==> config.mk <==
export PLATFORM = sky130hd
export DESIGN_NAME = supply_gpi_control_regs
export DESIGN_NICKNAME = d
export VERILOG_FILES = /design/src/hdl/supply_gpi_control_regs.v
export VERILOG_INCLUDE_DIRS = /design/src /design/src/common
export SDC_FILE = /design/constraint.sdc
export NUM_CORES = 1
export LEC_CHECK = 0
export BUFFER_PORTS_ARGS = -buffer_cell sky130_fd_sc_hd__buf_2
export CORE_MARGIN = 2
export CORE_UTILIZATION = 30
export DETAILED_ROUTE_END_ITERATION = 7
export PLACE_DENSITY = 0.55
export SYNTH_ARGS = -nofsm -noshare
export SYNTH_HDL_FRONTEND = slang
export SYNTH_SLANG_ARGS = --single-unit
==> constraint.sdc <==
create_clock -name clk -period 4.3 [get_ports clk]
set_input_delay 1.075 -clock clk [delete_from_list [all_inputs] [get_ports clk]]
set_output_delay 1.075 -clock clk [all_outputs]
set_load 0.03 [all_outputs]
==> src/common/supply_gpi_defines.vh <==
// constants for the supply and general purpose line control register bank
// assumes byte-wide registers on an 8-bit register address
`ifndef SUPPLY_GPI_DEFINES_VH
`define SUPPLY_GPI_DEFINES_VH

// register offsets
`define ADDR_LINE3_LINE4_OUT   8'h1f
`define ADDR_FIRST_BUCK_CTRL   8'h21
`define ADDR_THIRD_BUCK_CTRL   8'h22
`define ADDR_SECOND_BUCK_CTRL  8'h24
`define ADDR_FIRST_LINEAR_CTRL 8'h26

// reset values (no documented figure, chosen as all off)
`define RST_LINE3_LINE4_OUT    8'h00
`define RST_SUPPLY_CTRL        8'h00

// writable bit masks, reserved bits are zero
`define MASK_LINE3_LINE4_OUT   8'h1f
`define MASK_BUCK_CTRL         8'h6f
`define MASK_LINEAR_CTRL       8'hef

// field positions
`define LINE4_FUNC_MSB         4
`define LINE4_FUNC_LSB         3
`define LINE3_FUNC_MSB         2
`define LINE3_FUNC_LSB         0
`define VOLT_SEL_MSB           6
`define VOLT_SEL_LSB           5
`define BUCK_CONFIG_BIT        3
`define LINEAR_CONFIG_BIT      7
`define LINEAR_PD_DIS_BIT      3
`define EN_SEL_MSB             2
`define EN_SEL_LSB             1
`define ENABLE_BIT             0

// output function codes
`define FUNC_STATIC            3'h0
`define FUNC_FAULT             3'h1
`define FUNC_SEQ               3'h3
`define FUNC_FWD_IN0           3'h4
`define FUNC_FWD_IN1           3'h5
`define FUNC_FWD_IN2           3'h6

// input select code meaning sequencer control
`define SEL_SEQUENCER          2'h0

`endif

==> src/hdl/supply_gpi_control_regs.v <==
// control register bank for general purpose lines three/four and for
// three buck converters plus the first linear regulator.
// assumes the two-wire host interface decodes transfers into the byte
// strobes below, and that input lines arrive as clean asserted-high levels.
//
// Contract
// - line four function picks pin driver
// - line three function picks pin driver
// - voltage input edges choose A or B
// - enable input edges switch supply on/off
// - enable bit switches supply via sequencer
// - config bit: default or sequenced-on
// - pull-down disable bit blocks pull-down
// - linear enable bit honours sequencer order
// - polarity bit: static level or active sense
// - software voltage select when not input-driven
`timescale 1ns/1ps
`default_nettype none
`include "supply_gpi_defines.vh"

module supply_gpi_control_regs (
  input  wire       clk,
  input  wire       resetn,
  // register port from the two-wire interface
  input  wire       reg_wr_en,
  input  wire       reg_rd_en,
  input  wire [7:0] reg_addr,
  input  wire [7:0] reg_wr_data,
  output reg  [7:0] reg_rd_data,
  output reg        reg_rd_valid,
  // signals from the rest of the device
  input  wire [3:0] general_purpose_input,
  input  wire       supply_fault_signal,
  input  wire       seq_line_three_drive,
  input  wire       seq_line_four_drive,
  input  wire       line_three_polarity_bit,
  input  wire       line_four_polarity_bit,
  input  wire [3:0] voltage_select_sw,
  // pin drivers
  output reg        line_three_pin_level,
  output reg        line_four_pin_level,
  // supply controls, index 0 first buck, 1 second, 2 third, 3 linear
  output wire [3:0] supply_enable_req,
  output wire [3:0] supply_seq_controlled,
  output reg  [3:0] supply_voltage_b,
  output wire [3:0] supply_config,
  output wire       first_linear_pulldown_on
);

  ////////////////////////////////////////////////////////////////////////
  // helpers

  // pin level for a given output function; reserved codes hold passive
  function pin_level;
    input [2:0] func;
    input       pol;
    input       fault;
    input       seq;
    input [2:0] fwd;
    reg         act;
    begin
      act = 1'b0;
      case (func)
        `FUNC_FAULT:   act = fault;
        `FUNC_SEQ:     act = seq;
        `FUNC_FWD_IN0: act = fwd[0];
        `FUNC_FWD_IN1: act = fwd[1];
        `FUNC_FWD_IN2: act = fwd[2];
        default:       act = 1'b0;
      endcase
      if (func == `FUNC_STATIC)
        pin_level = pol;
      else
        pin_level = pol ? act : ~act;
    end
  endfunction

  // level of the input chosen by a two-bit select, codes 1..3
  function pick_input;
    input [1:0] sel;
    input [3:0] lvl;
    begin
      case (sel)
        2'h1:    pick_input = lvl[1];
        2'h2:    pick_input = lvl[2];
        2'h3:    pick_input = lvl[3];
        default: pick_input = 1'b0;
      endcase
    end
  endfunction

  ////////////////////////////////////////////////////////////////////////
  // registers

  reg  [7:0] out_func_reg;
  reg  [7:0] ctrl_reg [0:3];
  reg  [3:0] in_prev_reg;
  reg  [3:0] volt_b_hw_reg;
  reg  [7:0] rd_next;
  reg  [1:0] wr_idx;
  reg        wr_hit;
  reg  [7:0] wr_mask;
  integer    i;
  // separate loop index per process, so no variable has two drivers
  integer    j;

  // write decode; masks keep reserved bits at zero
  always @* begin
    wr_hit  = 1'b1;
    wr_idx  = 2'h0;
    wr_mask = `MASK_BUCK_CTRL;
    case (reg_addr)
      `ADDR_FIRST_BUCK_CTRL:   wr_idx = 2'h0;
      `ADDR_SECOND_BUCK_CTRL:  wr_idx = 2'h1;
      `ADDR_THIRD_BUCK_CTRL:   wr_idx = 2'h2;
      `ADDR_FIRST_LINEAR_CTRL: begin
        wr_idx  = 2'h3;
        wr_mask = `MASK_LINEAR_CTRL;
      end
      default: wr_hit = 1'b0;
    endcase
  end

  always @(posedge clk or negedge resetn) begin
    if (!resetn) begin
      out_func_reg <= `RST_LINE3_LINE4_OUT;
      in_prev_reg  <= 4'h0;
      volt_b_hw_reg <= 4'h0;
      for (i = 0; i < 4; i = i + 1)
        ctrl_reg[i] <= `RST_SUPPLY_CTRL;
    end else begin
      in_prev_reg <= general_purpose_input;
      if (reg_wr_en && reg_addr == `ADDR_LINE3_LINE4_OUT)
        out_func_reg <= reg_wr_data & `MASK_LINE3_LINE4_OUT;
      if (reg_wr_en && wr_hit)
        ctrl_reg[wr_idx] <= reg_wr_data & wr_mask;
      for (i = 0; i < 4; i = i + 1) begin
        // an input edge wins over a software write in the same cycle
        if (ctrl_reg[i][`EN_SEL_MSB:`EN_SEL_LSB] != `SEL_SEQUENCER) begin
          if (pick_input(ctrl_reg[i][`EN_SEL_MSB:`EN_SEL_LSB],
                         general_purpose_input) &&
              !pick_input(ctrl_reg[i][`EN_SEL_MSB:`EN_SEL_LSB], in_prev_reg))
            ctrl_reg[i][`ENABLE_BIT] <= 1'b1;
          else if (!pick_input(ctrl_reg[i][`EN_SEL_MSB:`EN_SEL_LSB],
                               general_purpose_input) &&
                   pick_input(ctrl_reg[i][`EN_SEL_MSB:`EN_SEL_LSB],
                              in_prev_reg))
            ctrl_reg[i][`ENABLE_BIT] <= 1'b0;
        end
        if (pick_input(ctrl_reg[i][`VOLT_SEL_MSB:`VOLT_SEL_LSB],
                       general_purpose_input) &&
            !pick_input(ctrl_reg[i][`VOLT_SEL_MSB:`VOLT_SEL_LSB], in_prev_reg))
          volt_b_hw_reg[i] <= 1'b0;
        else if (!pick_input(ctrl_reg[i][`VOLT_SEL_MSB:`VOLT_SEL_LSB],
                             general_purpose_input) &&
                 pick_input(ctrl_reg[i][`VOLT_SEL_MSB:`VOLT_SEL_LSB],
                            in_prev_reg))
          volt_b_hw_reg[i] <= 1'b1;
      end
    end
  end

  ////////////////////////////////////////////////////////////////////////
  // read port, one cycle latency, unmapped reads zero

  always @* begin
    case (reg_addr)
      `ADDR_LINE3_LINE4_OUT:   rd_next = out_func_reg;
      `ADDR_FIRST_BUCK_CTRL:   rd_next = ctrl_reg[0];
      `ADDR_SECOND_BUCK_CTRL:  rd_next = ctrl_reg[1];
      `ADDR_THIRD_BUCK_CTRL:   rd_next = ctrl_reg[2];
      `ADDR_FIRST_LINEAR_CTRL: rd_next = ctrl_reg[3];
      default:                 rd_next = 8'h00;
    endcase
  end

  always @(posedge clk or negedge resetn) begin
    if (!resetn) begin
      reg_rd_data  <= 8'h00;
      reg_rd_valid <= 1'b0;
    end else begin
      reg_rd_valid <= reg_rd_en;
      if (reg_rd_en)
        reg_rd_data <= rd_next;
    end
  end

  ////////////////////////////////////////////////////////////////////////
  // outputs

  always @(posedge clk or negedge resetn) begin
    if (!resetn) begin
      line_three_pin_level <= 1'b0;
      line_four_pin_level  <= 1'b0;
      supply_voltage_b     <= 4'h0;
    end else begin
      line_three_pin_level <= pin_level(
        out_func_reg[`LINE3_FUNC_MSB:`LINE3_FUNC_LSB],
        line_three_polarity_bit, supply_fault_signal,
        seq_line_three_drive, general_purpose_input[2:0]);
      // line four has no forwarding codes, its upper code bit is zero
      line_four_pin_level <= pin_level(
        {1'b0, out_func_reg[`LINE4_FUNC_MSB:`LINE4_FUNC_LSB]},
        line_four_polarity_bit, supply_fault_signal,
        seq_line_four_drive, 3'h0);
      for (j = 0; j < 4; j = j + 1)
        supply_voltage_b[j] <=
          (ctrl_reg[j][`VOLT_SEL_MSB:`VOLT_SEL_LSB] == `SEL_SEQUENCER) ?
          voltage_select_sw[j] : volt_b_hw_reg[j];
    end
  end

  // the sequencer applies these requests in its own on/off priority order
  assign supply_enable_req = {ctrl_reg[3][`ENABLE_BIT],
                              ctrl_reg[2][`ENABLE_BIT],
                              ctrl_reg[1][`ENABLE_BIT],
                              ctrl_reg[0][`ENABLE_BIT]};
  assign supply_seq_controlled = {
    ctrl_reg[3][`EN_SEL_MSB:`EN_SEL_LSB] == `SEL_SEQUENCER,
    ctrl_reg[2][`EN_SEL_MSB:`EN_SEL_LSB] == `SEL_SEQUENCER,
    ctrl_reg[1][`EN_SEL_MSB:`EN_SEL_LSB] == `SEL_SEQUENCER,
    ctrl_reg[0][`EN_SEL_MSB:`EN_SEL_LSB] == `SEL_SEQUENCER};
  assign supply_config = {ctrl_reg[3][`LINEAR_CONFIG_BIT],
                          ctrl_reg[2][`BUCK_CONFIG_BIT],
                          ctrl_reg[1][`BUCK_CONFIG_BIT],
                          ctrl_reg[0][`BUCK_CONFIG_BIT]};
  assign first_linear_pulldown_on = ~ctrl_reg[3][`ENABLE_BIT] &
                                    ~ctrl_reg[3][`LINEAR_PD_DIS_BIT];

endmodule
`default_nettype wire

# After elaboration in Yosys (flattened, before gate mapping)
# Cells that the tools add are included.
[word_totals]
register_bits = 60
inputBits = 33
[op_classes]
order_cmp = 2
n_eq_ne = 36
muxes = 86
bitwise = 7
n_reduce_logical = 54
[ops]
columns = ["op", "n"]
rows = [
  ["2-to-1 mux 1 bit", 61],
  ["one-hot mux 1 bit (3 select lines)", 16],
  ["one-hot mux 8 bit (5 select lines)", 1],
  ["== test 2 bit, second input constant", 17],
  ["bitwise mux 32 bit", 1],
  ["== test 8 x 6 -> 1 bit, second input constant", 4],
  ["2-to-1 mux 25 bit", 1],
  ["logical AND 1 bit", 19],
  ["== test 2 x 1 -> 1 bit, second input constant", 9],
  ["zero test 2 bit", 9],
  ["demux 8 bit (select 2 bit)", 1],
  ["zero test 1 bit", 16],
  ["2-to-1 mux 8 bit", 2],
  ["nonzero test 2 bit", 8],
  ["== test 3 bit, second input constant", 3],
  ["AND 8 bit", 1],
  ["== test 8 x 5 -> 1 bit, second input constant", 1],
  ["one-hot mux 2 bit (3 select lines)", 1],
  ["one-hot mux 1 bit (5 select lines)", 1],
  ["NOT 1 bit", 4],
  ["OR reduction 4 bit", 1],
  ["== test 3 x 1 -> 1 bit, second input constant", 1],
  ["== test 3 x 2 -> 1 bit, second input constant", 1],
  ["greater-or-equal comparator 3 bit, second input constant", 1],
  ["other kinds (5)", 5],
]

# Longest topological paths before layout
# Gate-level depths: netlist (run 1).
[depth]
depth_word = 12
ltp_mapped = 6
ltp_nobuf = 5

# Least setup slack after synthesis (run 1)
# Ideal clock, no wire load.
[synth_timing]
kind = "in2reg"
startpoint = "input general_purpose_input[2]"
endpoint = "register volt_b_hw_reg[2]"
t_arrival_ps = 2116
required_time_ps = 4174
path_slack_ps = 2058
cell_stages = 6
cell_sequence = "clkbuf_1 > mux2_2 > a22o_1 > ha_1 > nand2_1 > o21ai_0"
[synth_between]
elab_chain_cells = 5
elab_cells_between_ends = 7
classes_between = "mux: 3; reduce/logical: 4"
[synth_lines]
columns = ["element", "line_no", "source"]
rows = [
  ["start: declaration", "supply_gpi_control_regs.v:32", "input wire [3:0] general_purpose_input,"],
  ["one-hot mux 1 bit (3 select lines) (*)", "supply_gpi_control_regs.v:83", "case (sel)"],
  ["2-to-1 mux 1 bit", "supply_gpi_control_regs.v:150", "if (pick_input(ctrl_reg[i][`VOLT_SEL_MSB:`VOLT_SEL_LSB],"],
  ["zero test 1 bit", "supply_gpi_control_regs.v:154", "else if (!pick_input(ctrl_reg[i][`VOLT_SEL_MSB:`VOLT_SEL_LSB],"],
  ["logical AND 1 bit", "supply_gpi_control_regs.v:154", ""],
  ["nonzero test 2 bit (no line)", "n/a", ""],
  ["end signal: assignment", "supply_gpi_control_regs.v:128", "volt_b_hw_reg <= 4'h0;"],
  ["end signal: indexed assignment", "supply_gpi_control_regs.v:153", "volt_b_hw_reg[i] <= 1'b0;"],
  ["end signal: indexed assignment", "supply_gpi_control_regs.v:158", "volt_b_hw_reg[i] <= 1'b1;"],
  ["end: declaration", "supply_gpi_control_regs.v:98", "reg [3:0] volt_b_hw_reg;"],
]
# Mark *: on every way between the ends. The rest lies on a longest branch, timed or not. The select of a mux whose other input is x is not followed.
# A chain may end at the register's enable or synchronous reset.

# Worst setup path in the final report (run 1)
[layout_timing]
startpoint = "input reg_addr[2]"
endpoint = "register ctrl_reg[17] in the netlist's numbering"
[layout_between]
elab_chain_cells = 8
elab_cells_between_ends = 15
classes_between = "order compare: 2; eq/ne: 4; mux: 5; bitwise: 1; reduce/logical: 3"
[layout_lines]
columns = ["element", "line_no", "source"]
rows = [
  ["start: declaration", "supply_gpi_control_regs.v:27", "input wire [7:0] reg_addr,"],
  ["== test 8 x 6 -> 1 bit", "supply_gpi_control_regs.v:112", "case (reg_addr)"],
  ["one-hot mux 2 bit (3 select lines)", "supply_gpi_control_regs.v:112", ""],
  ["NOT 2 -> 3 bit (implied by the code)", "supply_gpi_control_regs.v:136", "ctrl_reg[wr_idx] <= reg_wr_data & wr_mask;"],
  ["greater-or-equal comparator 3 bit (implied by the code) or less-than comparator 3 x 1 -> 1 bit (tied branches)", "supply_gpi_control_regs.v:136", ""],
  ["logical AND 1 bit (implied by the code)", "supply_gpi_control_regs.v:136", ""],
  ["2-to-1 mux 8 bit (implied by the code)", "supply_gpi_control_regs.v:136", ""],
  ["demux 8 bit (select 2 bit)", "supply_gpi_control_regs.v:136", ""],
  ["bitwise mux 32 bit", "supply_gpi_control_regs.v:136", ""],
  ["end signal: indexed assignment", "supply_gpi_control_regs.v:130", "ctrl_reg[i] <= `RST_SUPPLY_CTRL;"],
  ["end signal: indexed assignment", "supply_gpi_control_regs.v:136", ""],
  ["end: declaration", "supply_gpi_control_regs.v:96", "reg [7:0] ctrl_reg [0:3];"],
]
# Several ways; a longest one is shown, not always the timed one.

==> results of run 1 <==
==> worst paths after layout <==
kind | from | to | slack, ns | cells past startpoint
worst max-delay path | reg_addr[2] | ctrl_reg[17]$_DFFE_PN0P_ | 1.89 | 4
worst min-delay path | volt_b_hw_reg[0]$_DFFE_PN0P_ | volt_b_hw_reg[0]$_DFFE_PN0P_ | 0.49 | 2
worst max register to register | ctrl_reg[5]$_DFFE_PN0P_ | volt_b_hw_reg[3]$_DFFE_PN0P_ | 2.72 | 5
worst min register to register | volt_b_hw_reg[0]$_DFFE_PN0P_ | volt_b_hw_reg[0]$_DFFE_PN0P_ | 0.49 | 2
max in group asynchronous | resetn | ctrl_reg[21]$_DFFE_PN0P_ | 2.65 | 2
min in group asynchronous | resetn | reg_rd_valid$_DFF_PN0_ | 0.87 | 1
==> routing by layer <==
| layer | part of all wire, % | track usage, % | up-vias |
|---|---|---|---|
| met5 | 0 | 0 | - |
| met4 | 1.0 | 4.05 | 0 |
| met3 | 3.8 | 2.19 | 7 |
| met2 | 50 | 23.4 | 45 |
| met1 | 46 | 18.5 | 1134 |
| li1 | - | - | 1076 |
==> metrics by stage <==
step | area [µm²] | std cells | hold WS (ns)
floorplan | 3020 | 259 | 0.445
global placement | 3400 | 439 | 0.466
detailed placement | 3400 | 439 | 0.470
CTS | 3520 | 447 | 0.496
global route | 3520 | 447 | 0.517
finish | 3520 | 447 | 0.492
==> cells in the final DEF (no fill, tap or decap), types with 2 or more instances in the layout <==
| master | netlist | routed |
|---|---|---|
| nand2_1 | 14 | 14 |
| a31oi_1 | 2 | 2 |
| nor2b_1 | 16 | 16 |
| nor3b_2 | 2 | 2 |
| a22o_1 | 6 | 6 |
| xor2_1 | 2 | 2 |
| a22oi_1 | 10 | 10 |
| ha_1 | 4 | 4 |
| nor2_1 | 11 | 11 |
| mux2_2 | 47 | 47 |
| a2bb2oi_1 | 4 | 4 |
| inv_1 | 8 | 8 |
| dfrtp_1 | 55 | 55 |
| nand4b_1 | 2 | 2 |
| clkbuf_8 | 0 | 6 |
| o2bb2ai_1 | 4 | 4 |
| a32oi_1 | 3 | 3 |
| a21oi_1 | 2 | 2 |
| mux2i_1 | 10 | 10 |
| a221o_1 | 4 | 4 |
| and3_1 | 3 | 3 |
| o21ai_0 | 11 | 11 |
| and2_1 | 4 | 4 |
| buf_2 | 3 | 60 |
| a211oi_1 | 2 | 2 |
| nor3b_1 | 2 | 2 |
==> critical path, delay by kind of cell <==
| family | cells | cell delay (ns) |
|---|---|---|
| buffers and inverters | 1 | 0.31 |
| AND/OR/NAND/NOR | 2 | 0.88 |
| multiplexers | 1 | 0.35 |
==> kinds of logic (layout without fill, tap and decap cells) <==
kind of cell / Yosys count / in the layout
mux: 57 / 57
simple gates: 66 / 66
buf+inv: 22 / 77
compound gates: 52 / 52
fa+ha+maj: 4 / 4
flops: 55 / 55
xor+xnor: 3 / 3
==> layout make-up <==
| cell class | instances | area [µm²] | area share, % |
|---|---|---|---|
| Sequential cell | 55 | 1380 | 39.1 |
| Inverter | 8 | 30.0 | 0.853 |
| Tap cell | 133 | 166 | 4.73 |
| Clock inverter | 2 | 35.0 | 0.995 |
| Clock buffer | 6 | 82.6 | 2.35 |
| Timing Repair Buffer | 61 | 308 | 8.74 |
| Multi-Input combinational cell | 182 | 1520 | 43.2 |
==> report_power, final <==
group / switching, mW / internal, mW
Sequential: 0.0367 / 0.558
Clock: 0.173 / 0.189
Combinational: 0.132 / 0.0861
Total: 0.341 / 0.833
==> summary.txt, run 1 <==
Synth
  – Most frequent cells after synthesis: dfrtp_1, mux2_2, nor2b_1, nand2_1
  – Post-Syn Instances: 259
  – Mapped Avg Cell Area: 11.7 µm²
  – Synth Area in Adders: 1.66%
  – Compound-Gate Fraction of Synth Area: 13.0%
  – Mapped Nets: 296
  – Top-count cell post-synth: dfrtp_1
  – Post-Syn Area: roughly 0.0030 mm²
  – Share of the synthesized area in the top cell type: a little under half
  – EDFF count, synth: 0
  – Distinct cells, synth: between 40 and 50
  – Yosys top cell by area: dfrtp_1
  – Synth Register Bits: 55
  – Ys flop type: dfrtp_1
  – Sequential area share after synthesis: a little under half
  – Yosys warnings: 0
  – Asr flop ratio synth: 100%
  – Post-synthesis mux area share: 20.8%
  – Synth area leaders: dfrtp_1, mux2_2, mux2i_1
  – Synth Area in XOR/XNOR: less than 1%
  – Main combinational cell family by area after synthesis: multiplexers
  – Synth Area in Simple Gates: about 14%

Detailed routing
  – First-iteration detailed-routing DRC count: 85
  – Via density per instance: 5.06
  – Routed wire length: 7.39 mm
  – DR WL/cell: 16.5 µm
  – Via count: 2262
  – Pre-antenna DRT Iters: 4
  – Post-detailed-route DRC marker count: 0
  – DRT antenna net count: 0

Clock network
  – Total number of H-tree levels: 2
  – Clk slew on worst S/H paths: 0.10 ns
  – # Post-CTS Setup Buffers: 0
  – Total CTS buffers: 5
  – PostCTS Resize Cnt: 0
  – CTS Root Cell: clkbuf_8
  – CTS tree: built
  – Hold-fix buffers at CTS: 0
  – CTS Sinks: 55
  – Later-pin clock latency in the skew report: between 0.3 and 0.4 ns
  – Max Root-Sink Buffers: 2

Run status
  – Status: complete, no violations

Global route
  – Initial antenna violation count: 0
  – Overall global routing resource usage: 13.9%
  – Gr ovfl total: 0
  – First-pass GRT wire length: 12.0 mm
  – Pin count of the biggest net entering global routing: 39
  – Vias in the first global route: 2240

Layout
  – Final Core Density: 36.0%
  – Nets: 350
  – Max FFs per register: 20
  – Ant diodes: 0
  – Layout cells sized above 1: between 30 and 40%
  – Area grow syn2layout: 16.5%
  – FILL cells: 998

Setup path
  – Critical path class: input pin to flip-flop
  – Crit end category: flip-flop
  – CP max-delay cell: nor2b_1
  – Critical Path RT: 4.50 ns
  – Worst EP arrival: 2.62 ns
  – Crit-path cells: buf_2 -> nor2b_1 -> nand3_1 -> mux2_2
  – Worst path max stage delay: approximately 0.53 ns
  – Critical path launch point type: input pin
  – CP max FO: 15

Timing
  – RSZ-0062 raised after global routing: no
  – Worst setup margin: 1.89 ns
  – Fmax: ~410 MHz
  – Sum of negative setup slack: 0 ns
  – Number of setup violations in the final report: 0
  – Final period util: 56.2%
  – Fin. max-slew vios: 0
  – Worst rel slew slack: between 40 and 50%
  – Fin crit period: approximately 2.4 ns
  – Hold Violations, Final: 0
  – Clock Skew: 0.00897 ns
  – Tightest Pin Transition: 0.885 ns

Floorplanning
  – Die Wd: approximately 100 µm
  – IO Count: 61
  – Placeable Area: between 0.009 and 0.01 mm²
  – Starting Density: 30.9%
  – Die H: between 100 and 150 µm
  – # rows: 36
  – Die Footprint: approximately 0.011 mm²

Place
  – Routability-driven placement congestion ratio: 0.767
  – Worst slack, placed: ~1.6 ns
  – HPWL Detailed: 5.52 mm
  – I/O Buffers: 60

Pwr
  – Power Density: ~330 mW/mm²
  – Power consumption: 1.17 mW
  – Pleak: 1.67 nW
  – Largest vdd supply drop: 0.145 mV

Run
  – Maxcap violations: 0

Min path
  – Hold Crit Class: flip-flop to flip-flop
(Power assumes the default switching activity.)
==> run 2, diff against run 1 <==
--- a/config.mk
+++ b/config.mk
@@ -10,7 +10,7 @@
 export CORE_MARGIN = 2
 export CORE_UTILIZATION = 30
 export DETAILED_ROUTE_END_ITERATION = 7
-export PLACE_DENSITY = 0.55
+export PLACE_DENSITY = 0.57
 export SYNTH_ARGS = -nofsm -noshare
 export SYNTH_HDL_FRONTEND = slang
 export SYNTH_SLANG_ARGS = --single-unit
==> constraint.sdc (replaced) <==
create_clock -name clk -period 2.1 [get_ports clk]
set_input_delay 0.525 -clock clk [delete_from_list [all_inputs] [get_ports clk]]
set_output_delay 0.525 -clock clk [all_outputs]
set_load 0.03 [all_outputs]
==> run 2 against run 1 <==
Against the previous run: clock power up 57%; non-clock buffer count is 7 higher; setup slack lost 1.5 ns; clock-buffer cell count is the same; combinational power up 110%; clock skew rose by 0.0016 ns; core utilization is 0.33 points higher; power up 91%; critical path depth rose by 1; cell count up 1.6%; sequential share of layout area is 0.36 points lower; global-route usage fell by 0.059 points.
==> summary.txt, run 2 (synthesis gave the netlist of run 1 again) <==
Setup path
  – Worst EP arrival: 1.88 ns (-0.74 ns)
  – Critical Path RT: 2.30 ns (-2.20 ns)
  – Crit end category: flip-flop
  – Critical path launch point type: input pin
  – CP max FO: 7 (-8)
  – Critical path class: input pin to flip-flop

Global route
  – Overall global routing resource usage: 13.9% (-0.059 points)
  – Met3 usage: 2.44% (+0.25 points)
  – First-pass GRT wire length: 12.0 mm (-0.40%)
  – Vias in the first global route: 2277 (+1.7%)
  – GRT Max-Usage Layer: met2
  – Routing usage on met1: 18.0% (-0.49 points)
  – Initial antenna violation count: 0 (unchanged)
  – Pin count of the biggest net entering global routing: 30 (-23%)
  – Gr ovfl total: 0 (unchanged)
  – Met2 Track Usage GR: 23.7% (+0.28 points)

Detailed routing
  – Via count: 2232 (-1.3%)
  – DR WL/cell: 16.2 µm (-1.7%)
  – DRT antenna net count: 0 (unchanged)
  – Via density per instance: 4.92 (-2.8%)
  – Routed wire length: 7.37 mm (-0.16%)
  – Pre-antenna DRT Iters: 4 (unchanged)
  – First-iteration detailed-routing DRC count: 84 (-1.2%)
  – Post-detailed-route DRC marker count: 0 (unchanged)

Timing
  – Number of setup violations in the final report: 0 (unchanged)
  – Clock Skew: 0.0106 ns (+0.00162 ns)
  – Hold Violations, Final: 0 (unchanged)
  – Fmax: 595 MHz
  – Fin. max-slew vios: 0 (unchanged)
  – Hold_ws: 0.122 ns (-0.370 ns)
  – Sum of negative setup slack: 0 ns (unchanged)
  – Final period util: 80.0%
  – Fin crit period: 1.68 ns
  – Tightest Pin Transition: 0.553 ns (-0.332 ns)
  – Worst rel slew slack: 62.7% (+22 points)
  – RSZ-0062 raised after global routing: no

Clock network
  – Hold-fix buffers at CTS: 0 (unchanged)
  – Later-pin clock latency in the skew report: 0.31 ns (about the same)
  – CTS tree: built
  – Max Root-Sink Buffers: 2 (unchanged)
  – Total CTS buffers: 5 (unchanged)
  – Clk slew on worst S/H paths: 0.10 ns (about the same)
  – # Post-CTS Setup Buffers: 0 (unchanged)
  – Total number of H-tree levels: 2 (unchanged)
  – CTS Sinks: 55 (unchanged)
  – CTS Root Cell: clkbuf_8
  – PostCTS Resize Cnt: 0 (unchanged)

Run status
  – Status: complete, no violations

Floorplanning
  – # rows: 36 (unchanged)
  – Starting Density: 30.9% (unchanged)
  – Die H: 104 µm (unchanged)
  – Die Wd: 104 µm (unchanged)
  – Die Footprint: 0.0109 mm² (unchanged)
  – IO Count: 61 (unchanged)
  – Placeable Area: 0.00977 mm² (unchanged)

Pwr
  – Pleak: 1.69 nW (+1.1%)
  – Largest vdd supply drop: 0.279 mV (+91%)
  – Power consumption: 2.24 mW (+91%)
  – Power Density: 632 mW/mm² (+89%)

Layout
  – Area grow syn2layout: 17.5%
  – Ant diodes: 0 (unchanged)
  – Nets: 357 (+2.0%)
  – Cell area after layout: 0.00355 mm² (+0.92%)
  – Max FFs per register: 20 (unchanged)
  – Multi-input gate area: 0.00152 mm² (unchanged)
  – Commonest non-fill, non-tap cells in the layout: buf_2, dfrtp_1, mux2_2
  – Layout cells sized above 1: 40.5% (+1.0 points)
  – Register area: 0.00138 mm² (unchanged)
  – Most common cell after layout, fill and taps aside: buf_2
  – FILL cells: 1006 (+0.80%)

Place
  – I/O Buffers: 60 (unchanged)
  – HPWL Detailed: 5.61 mm (+1.6%)
  – Routability-driven placement congestion ratio: 0.850 (+11%)
  – DP Area: 0.00347 mm² (+1.9%)

Min path
  – Hold Crit Class: input pin to async pin

Run
  – Maxcap violations: 0 (unchanged)
-- run 2: cell types whose count changed in the layout (fill, tap and decap cells not counted), sizes merged --
cell      before  now
bufinv         1    0
clkinvlp       0    1
buf           61   68
-- run 2: worst max-delay path: stages --
cell	delay [ns]
buf_2	0.13
nor4b_4	0.40
nand4_2	0.36
mux2i_1	0.21
a221oi_1	0.26
-- run 2: power breakdown --
part           switching [mW]  internal [mW]
logic                   0.273          0.185
clock network           0.336          0.234
registers              0.0740           1.14
-- run 2: routing by layer --
layer  vias up  part of all wire [%]
li1       1083                     -
met1      1103                    46
met2        40                    49
met3         6                   3.7
met4         0                   1.1
met5         -                     0
-- run 2: area by class of cell --
type,instances,area share [%]
tap,133,4.68
clock buffer,6,2.04
multi-input combinational,182,42.9
clock inverter,2,0.352
inverter,8,0.845
sequential,55,38.7
timing repair buffer,68,10.5
-- run 2: through the flow --
stage	utilization, %	worst slack [ns]	instances
floorplan	-	0.408	259
global placement	35.5	0.131	446
detailed placement	35.5	0.0973	446
CTS	36.4	0.402	454
global route	36.4	0.288	454
finish	36.4	0.420	454
-- run 2: worst paths after layout --
kind	startpoint	endpoint	slack (ns)	depth (start not counted)
worst min register to register	volt_b_hw_reg[3]$_DFFE_PN0P_	volt_b_hw_reg[3]$_DFFE_PN0P_	0.49	2
worst max register to register	ctrl_reg[13]$_DFFE_PN0P_	volt_b_hw_reg[2]$_DFFE_PN0P_	0.48	5
min in group clk	line_three_polarity_bit	line_three_pin_level$_DFF_PN0_	0.39	2
worst min-delay path	resetn	reg_rd_valid$_DFF_PN0_	0.12	1
worst max-delay path	reg_addr[4]	supply_enable_req[3]$_DFF_PN0_	0.42	5
max in group asynchronous	resetn	in_prev_reg[1]$_DFF_PN0_	1.45	2
==> run 3, diff against run 2 <==
--- a/config.mk
+++ b/config.mk
@@ -10,7 +10,7 @@
 export CORE_MARGIN = 2
 export CORE_UTILIZATION = 30
 export DETAILED_ROUTE_END_ITERATION = 7
-export PLACE_DENSITY = 0.57
+export PLACE_DENSITY = 0.55
 export SYNTH_ARGS = -nofsm -noshare
 export SYNTH_HDL_FRONTEND = slang
 export SYNTH_SLANG_ARGS = --single-unit
==> constraint.sdc (replaced) <==
create_clock -name clk -period 1.7 [get_ports clk]
set_input_delay 0.425 -clock clk [delete_from_list [all_inputs] [get_ports clk]]
set_output_delay 0.425 -clock clk [all_outputs]
set_load 0.03 [all_outputs]
==> run 3 against run 2 <==
Against the previous run: design area rose by 3.0%; wire length rose by 2.5%; cell count rose by 3.1%; clock-buffer cell count did not move; sequential share of layout area fell by 1.1 points; flip-flop and latch count did not move; largest cell class unchanged; highest routed layer unchanged.
==> summary.txt, run 3 (synthesis gave the netlist of run 1 again) <==
Run status
  – Status: complete, no violations

Floorplanning
  – Die Footprint: 0.0109 mm² (unchanged)
  – Die Wd: 104 µm (unchanged)
  – IO Count: 61 (unchanged)
  – Placeable Area: 0.00977 mm² (unchanged)
  – # rows: 36 (unchanged)
  – Starting Density: 30.9% (unchanged)
  – Die H: 104 µm (unchanged)

Clock network
  – Hold-fix buffers at CTS: 0 (unchanged)
  – CTS Root Cell: clkbuf_8
  – Max Root-Sink Buffers: 2 (unchanged)
  – Total CTS buffers: 5 (unchanged)
  – Later-pin clock latency in the skew report: 0.30 ns (about the same)
  – PostCTS Resize Cnt: 0 (unchanged)
  – Clk slew on worst S/H paths: 0.10 ns (about the same)
  – Total number of H-tree levels: 2 (unchanged)
  – # Post-CTS Setup Buffers: 0 (unchanged)
  – CTS Sinks: 55 (unchanged)
  – CTS tree: built

Setup path
  – Crit end category: flip-flop
  – CP Launch Point: ctrl_reg[13]$_DFFE_PN0P_
  – Critical path class: flip-flop to flip-flop
  – CP max FO: 6 (-1)
  – R2R Setup Slk: 0.1 ns (-0.38 ns)
  – CP endpoint: volt_b_hw_reg[2]$_DFFE_PN0P_
  – Critical R2R Launch: ctrl_reg[13]$_DFFE_PN0P_
  – Critical Path RT: 1.88 ns (-0.42 ns)
  – Critical path launch point type: flip-flop
  – Reg2reg end: volt_b_hw_reg[2]$_DFFE_PN0P_
  – Worst reg2reg path depth: 5 (unchanged)
  – Worst EP arrival: 1.78 ns (-0.10 ns)

Global route
  – Routing usage on met1: 18.6% (+0.62 points)
  – Met3 usage: 1.94% (-0.50 points)
  – Gr ovfl total: 0 (unchanged)
  – Met2 Track Usage GR: 24.0% (+0.33 points)
  – First-pass GRT wire length: 12.6 mm (+4.7%)
  – Pin count of the biggest net entering global routing: 56 (+87%)
  – Initial antenna violation count: 0 (unchanged)
  – GRT Max-Usage Layer: met2
  – Vias in the first global route: 2435 (+6.9%)
  – Overall global routing resource usage: 14.2% (+0.35 points)

Layout
  – Nets: 373 (+4.5%)
  – Max FFs per register: 20 (unchanged)
  – Final Core Density: 37.5% (+1.1 points)
  – Area grow syn2layout: 21.1%
  – Cell area after layout: 0.00366 mm² (+3.0%)
  – Layout cells sized above 1: 43.0% (+2.5 points)
  – Most common cell after layout, fill and taps aside: buf_2
  – Ant diodes: 0 (unchanged)
  – Commonest non-fill, non-tap cells in the layout: buf_2, dfrtp_1, mux2_2

Detailed routing
  – First-iteration detailed-routing DRC count: 121 (+44%)
  – DR WL/cell: 16.1 µm (-0.57%)
  – Routed wire length: 7.56 mm (+2.5%)
  – Post-detailed-route DRC marker count: 0 (unchanged)
  – Pre-antenna DRT Iters: 4 (unchanged)
  – DRT antenna net count: 0 (unchanged)
  – Via count: 2297 (+2.9%)
  – Via density per instance: 4.91 (-0.17%)

Timing
  – Worst setup margin: 0.0965 ns (-0.323 ns)
  – Tightest Pin Transition: 0.410 ns (-0.143 ns)
  – Fin crit period: 1.60 ns
  – Hold Violations, Final: 0 (unchanged)
  – Final period util: a little over nine tenths
  – Fmax: between 600 and 700 MHz
  – Worst rel slew slack: 72.6% (+9.9 points)
  – RSZ-0062 raised after global routing: no
  – Fin. max-slew vios: 0 (unchanged)
  – Clock Skew: 0.00886 ns (-0.00174 ns)
  – Number of setup violations in the final report: 0 (unchanged)
  – Hold_ws: 0.0890 ns (-0.0325 ns)

Pwr
  – Power consumption: 2.77 mW (+23%)
  – Pleak: 1.76 nW (+4.4%)
  – Largest vdd supply drop: 0.310 mV (+11%)
  – Power Density: 756 mW/mm² (+20%)

Min path
  – Hold Crit Class: input pin to async pin

Place
  – DP Area: 0.00359 mm² (+3.5%)
  – Routability-driven placement congestion ratio: 0.824 (-3.1%)
  – Worst slack, placed: -0.128 ns (-0.226 ns)
  – I/O Buffers: 60 (unchanged)
  – HPWL Detailed: 5.74 mm (+2.2%)

Run
  – Maxcap violations: 0 (unchanged)
[run 3: cell type report]
type / instances / area [µm²]
clock buffers: 6 / 72.6
fillers: 1000 / 6110
inverters: 8 / 30.0
multi-input cells: 182 / 1520
flip-flops and latches: 55 / 1380
well taps: 133 / 166
repair buffers: 84 / 493
[run 3: through the flow]
stage                     TNS [ns]  instances
after floorplan                  0        259
after global placement      -0.963        462
after detailed placement     -1.33        462
after CTS                        0        468
after global routing             0        468
final                            0        468
[run 3: critical path, cell delays in order, from the launching register on]
cell and delay (ns):
dfrtp_1 0.46, mux2_2 0.36, a22o_1 0.23, ha_1 0.30, nand2_1 0.06, o21ai_0 0.08
[run 3: power by group]
group	leakage [nW]	switching [mW]	internal (mW)
Clock	0.0371	0.401	0.276
Sequential	0.726	0.0929	1.41
Combinational	0.999	0.340	0.243
Total	1.76	0.835	1.93
[run 3: worst min-delay path by stage]
stage                start                             end  slack [ns]  cells after the start
finish              resetn      reg_rd_data[0]$_DFFE_PN0P_        0.09                      2
global route        resetn      reg_rd_data[0]$_DFFE_PN0P_        0.11                      2
CTS                 resetn  supply_enable_req[1]$_DFF_PN0_        0.11                      2
detailed placement  resetn      reg_rd_data[0]$_DFFE_PN0P_        0.45                      2
global placement    resetn      reg_rd_data[0]$_DFFE_PN0P_        0.45                      2
floorplan           resetn        ctrl_reg[10]$_DFFE_PN0P_        0.13                      0
[run 3: routing by layer]
layer / wire, µm / vias to the layer above / part of all wire, %
met3: 210 / 12 / 2.8
met4: 170 / 0 / 2.2
met5: 0 / - / 0
met1: 3560 / 1128 / 47
li1: - / 1112 / -
met2: 3620 / 45 / 48
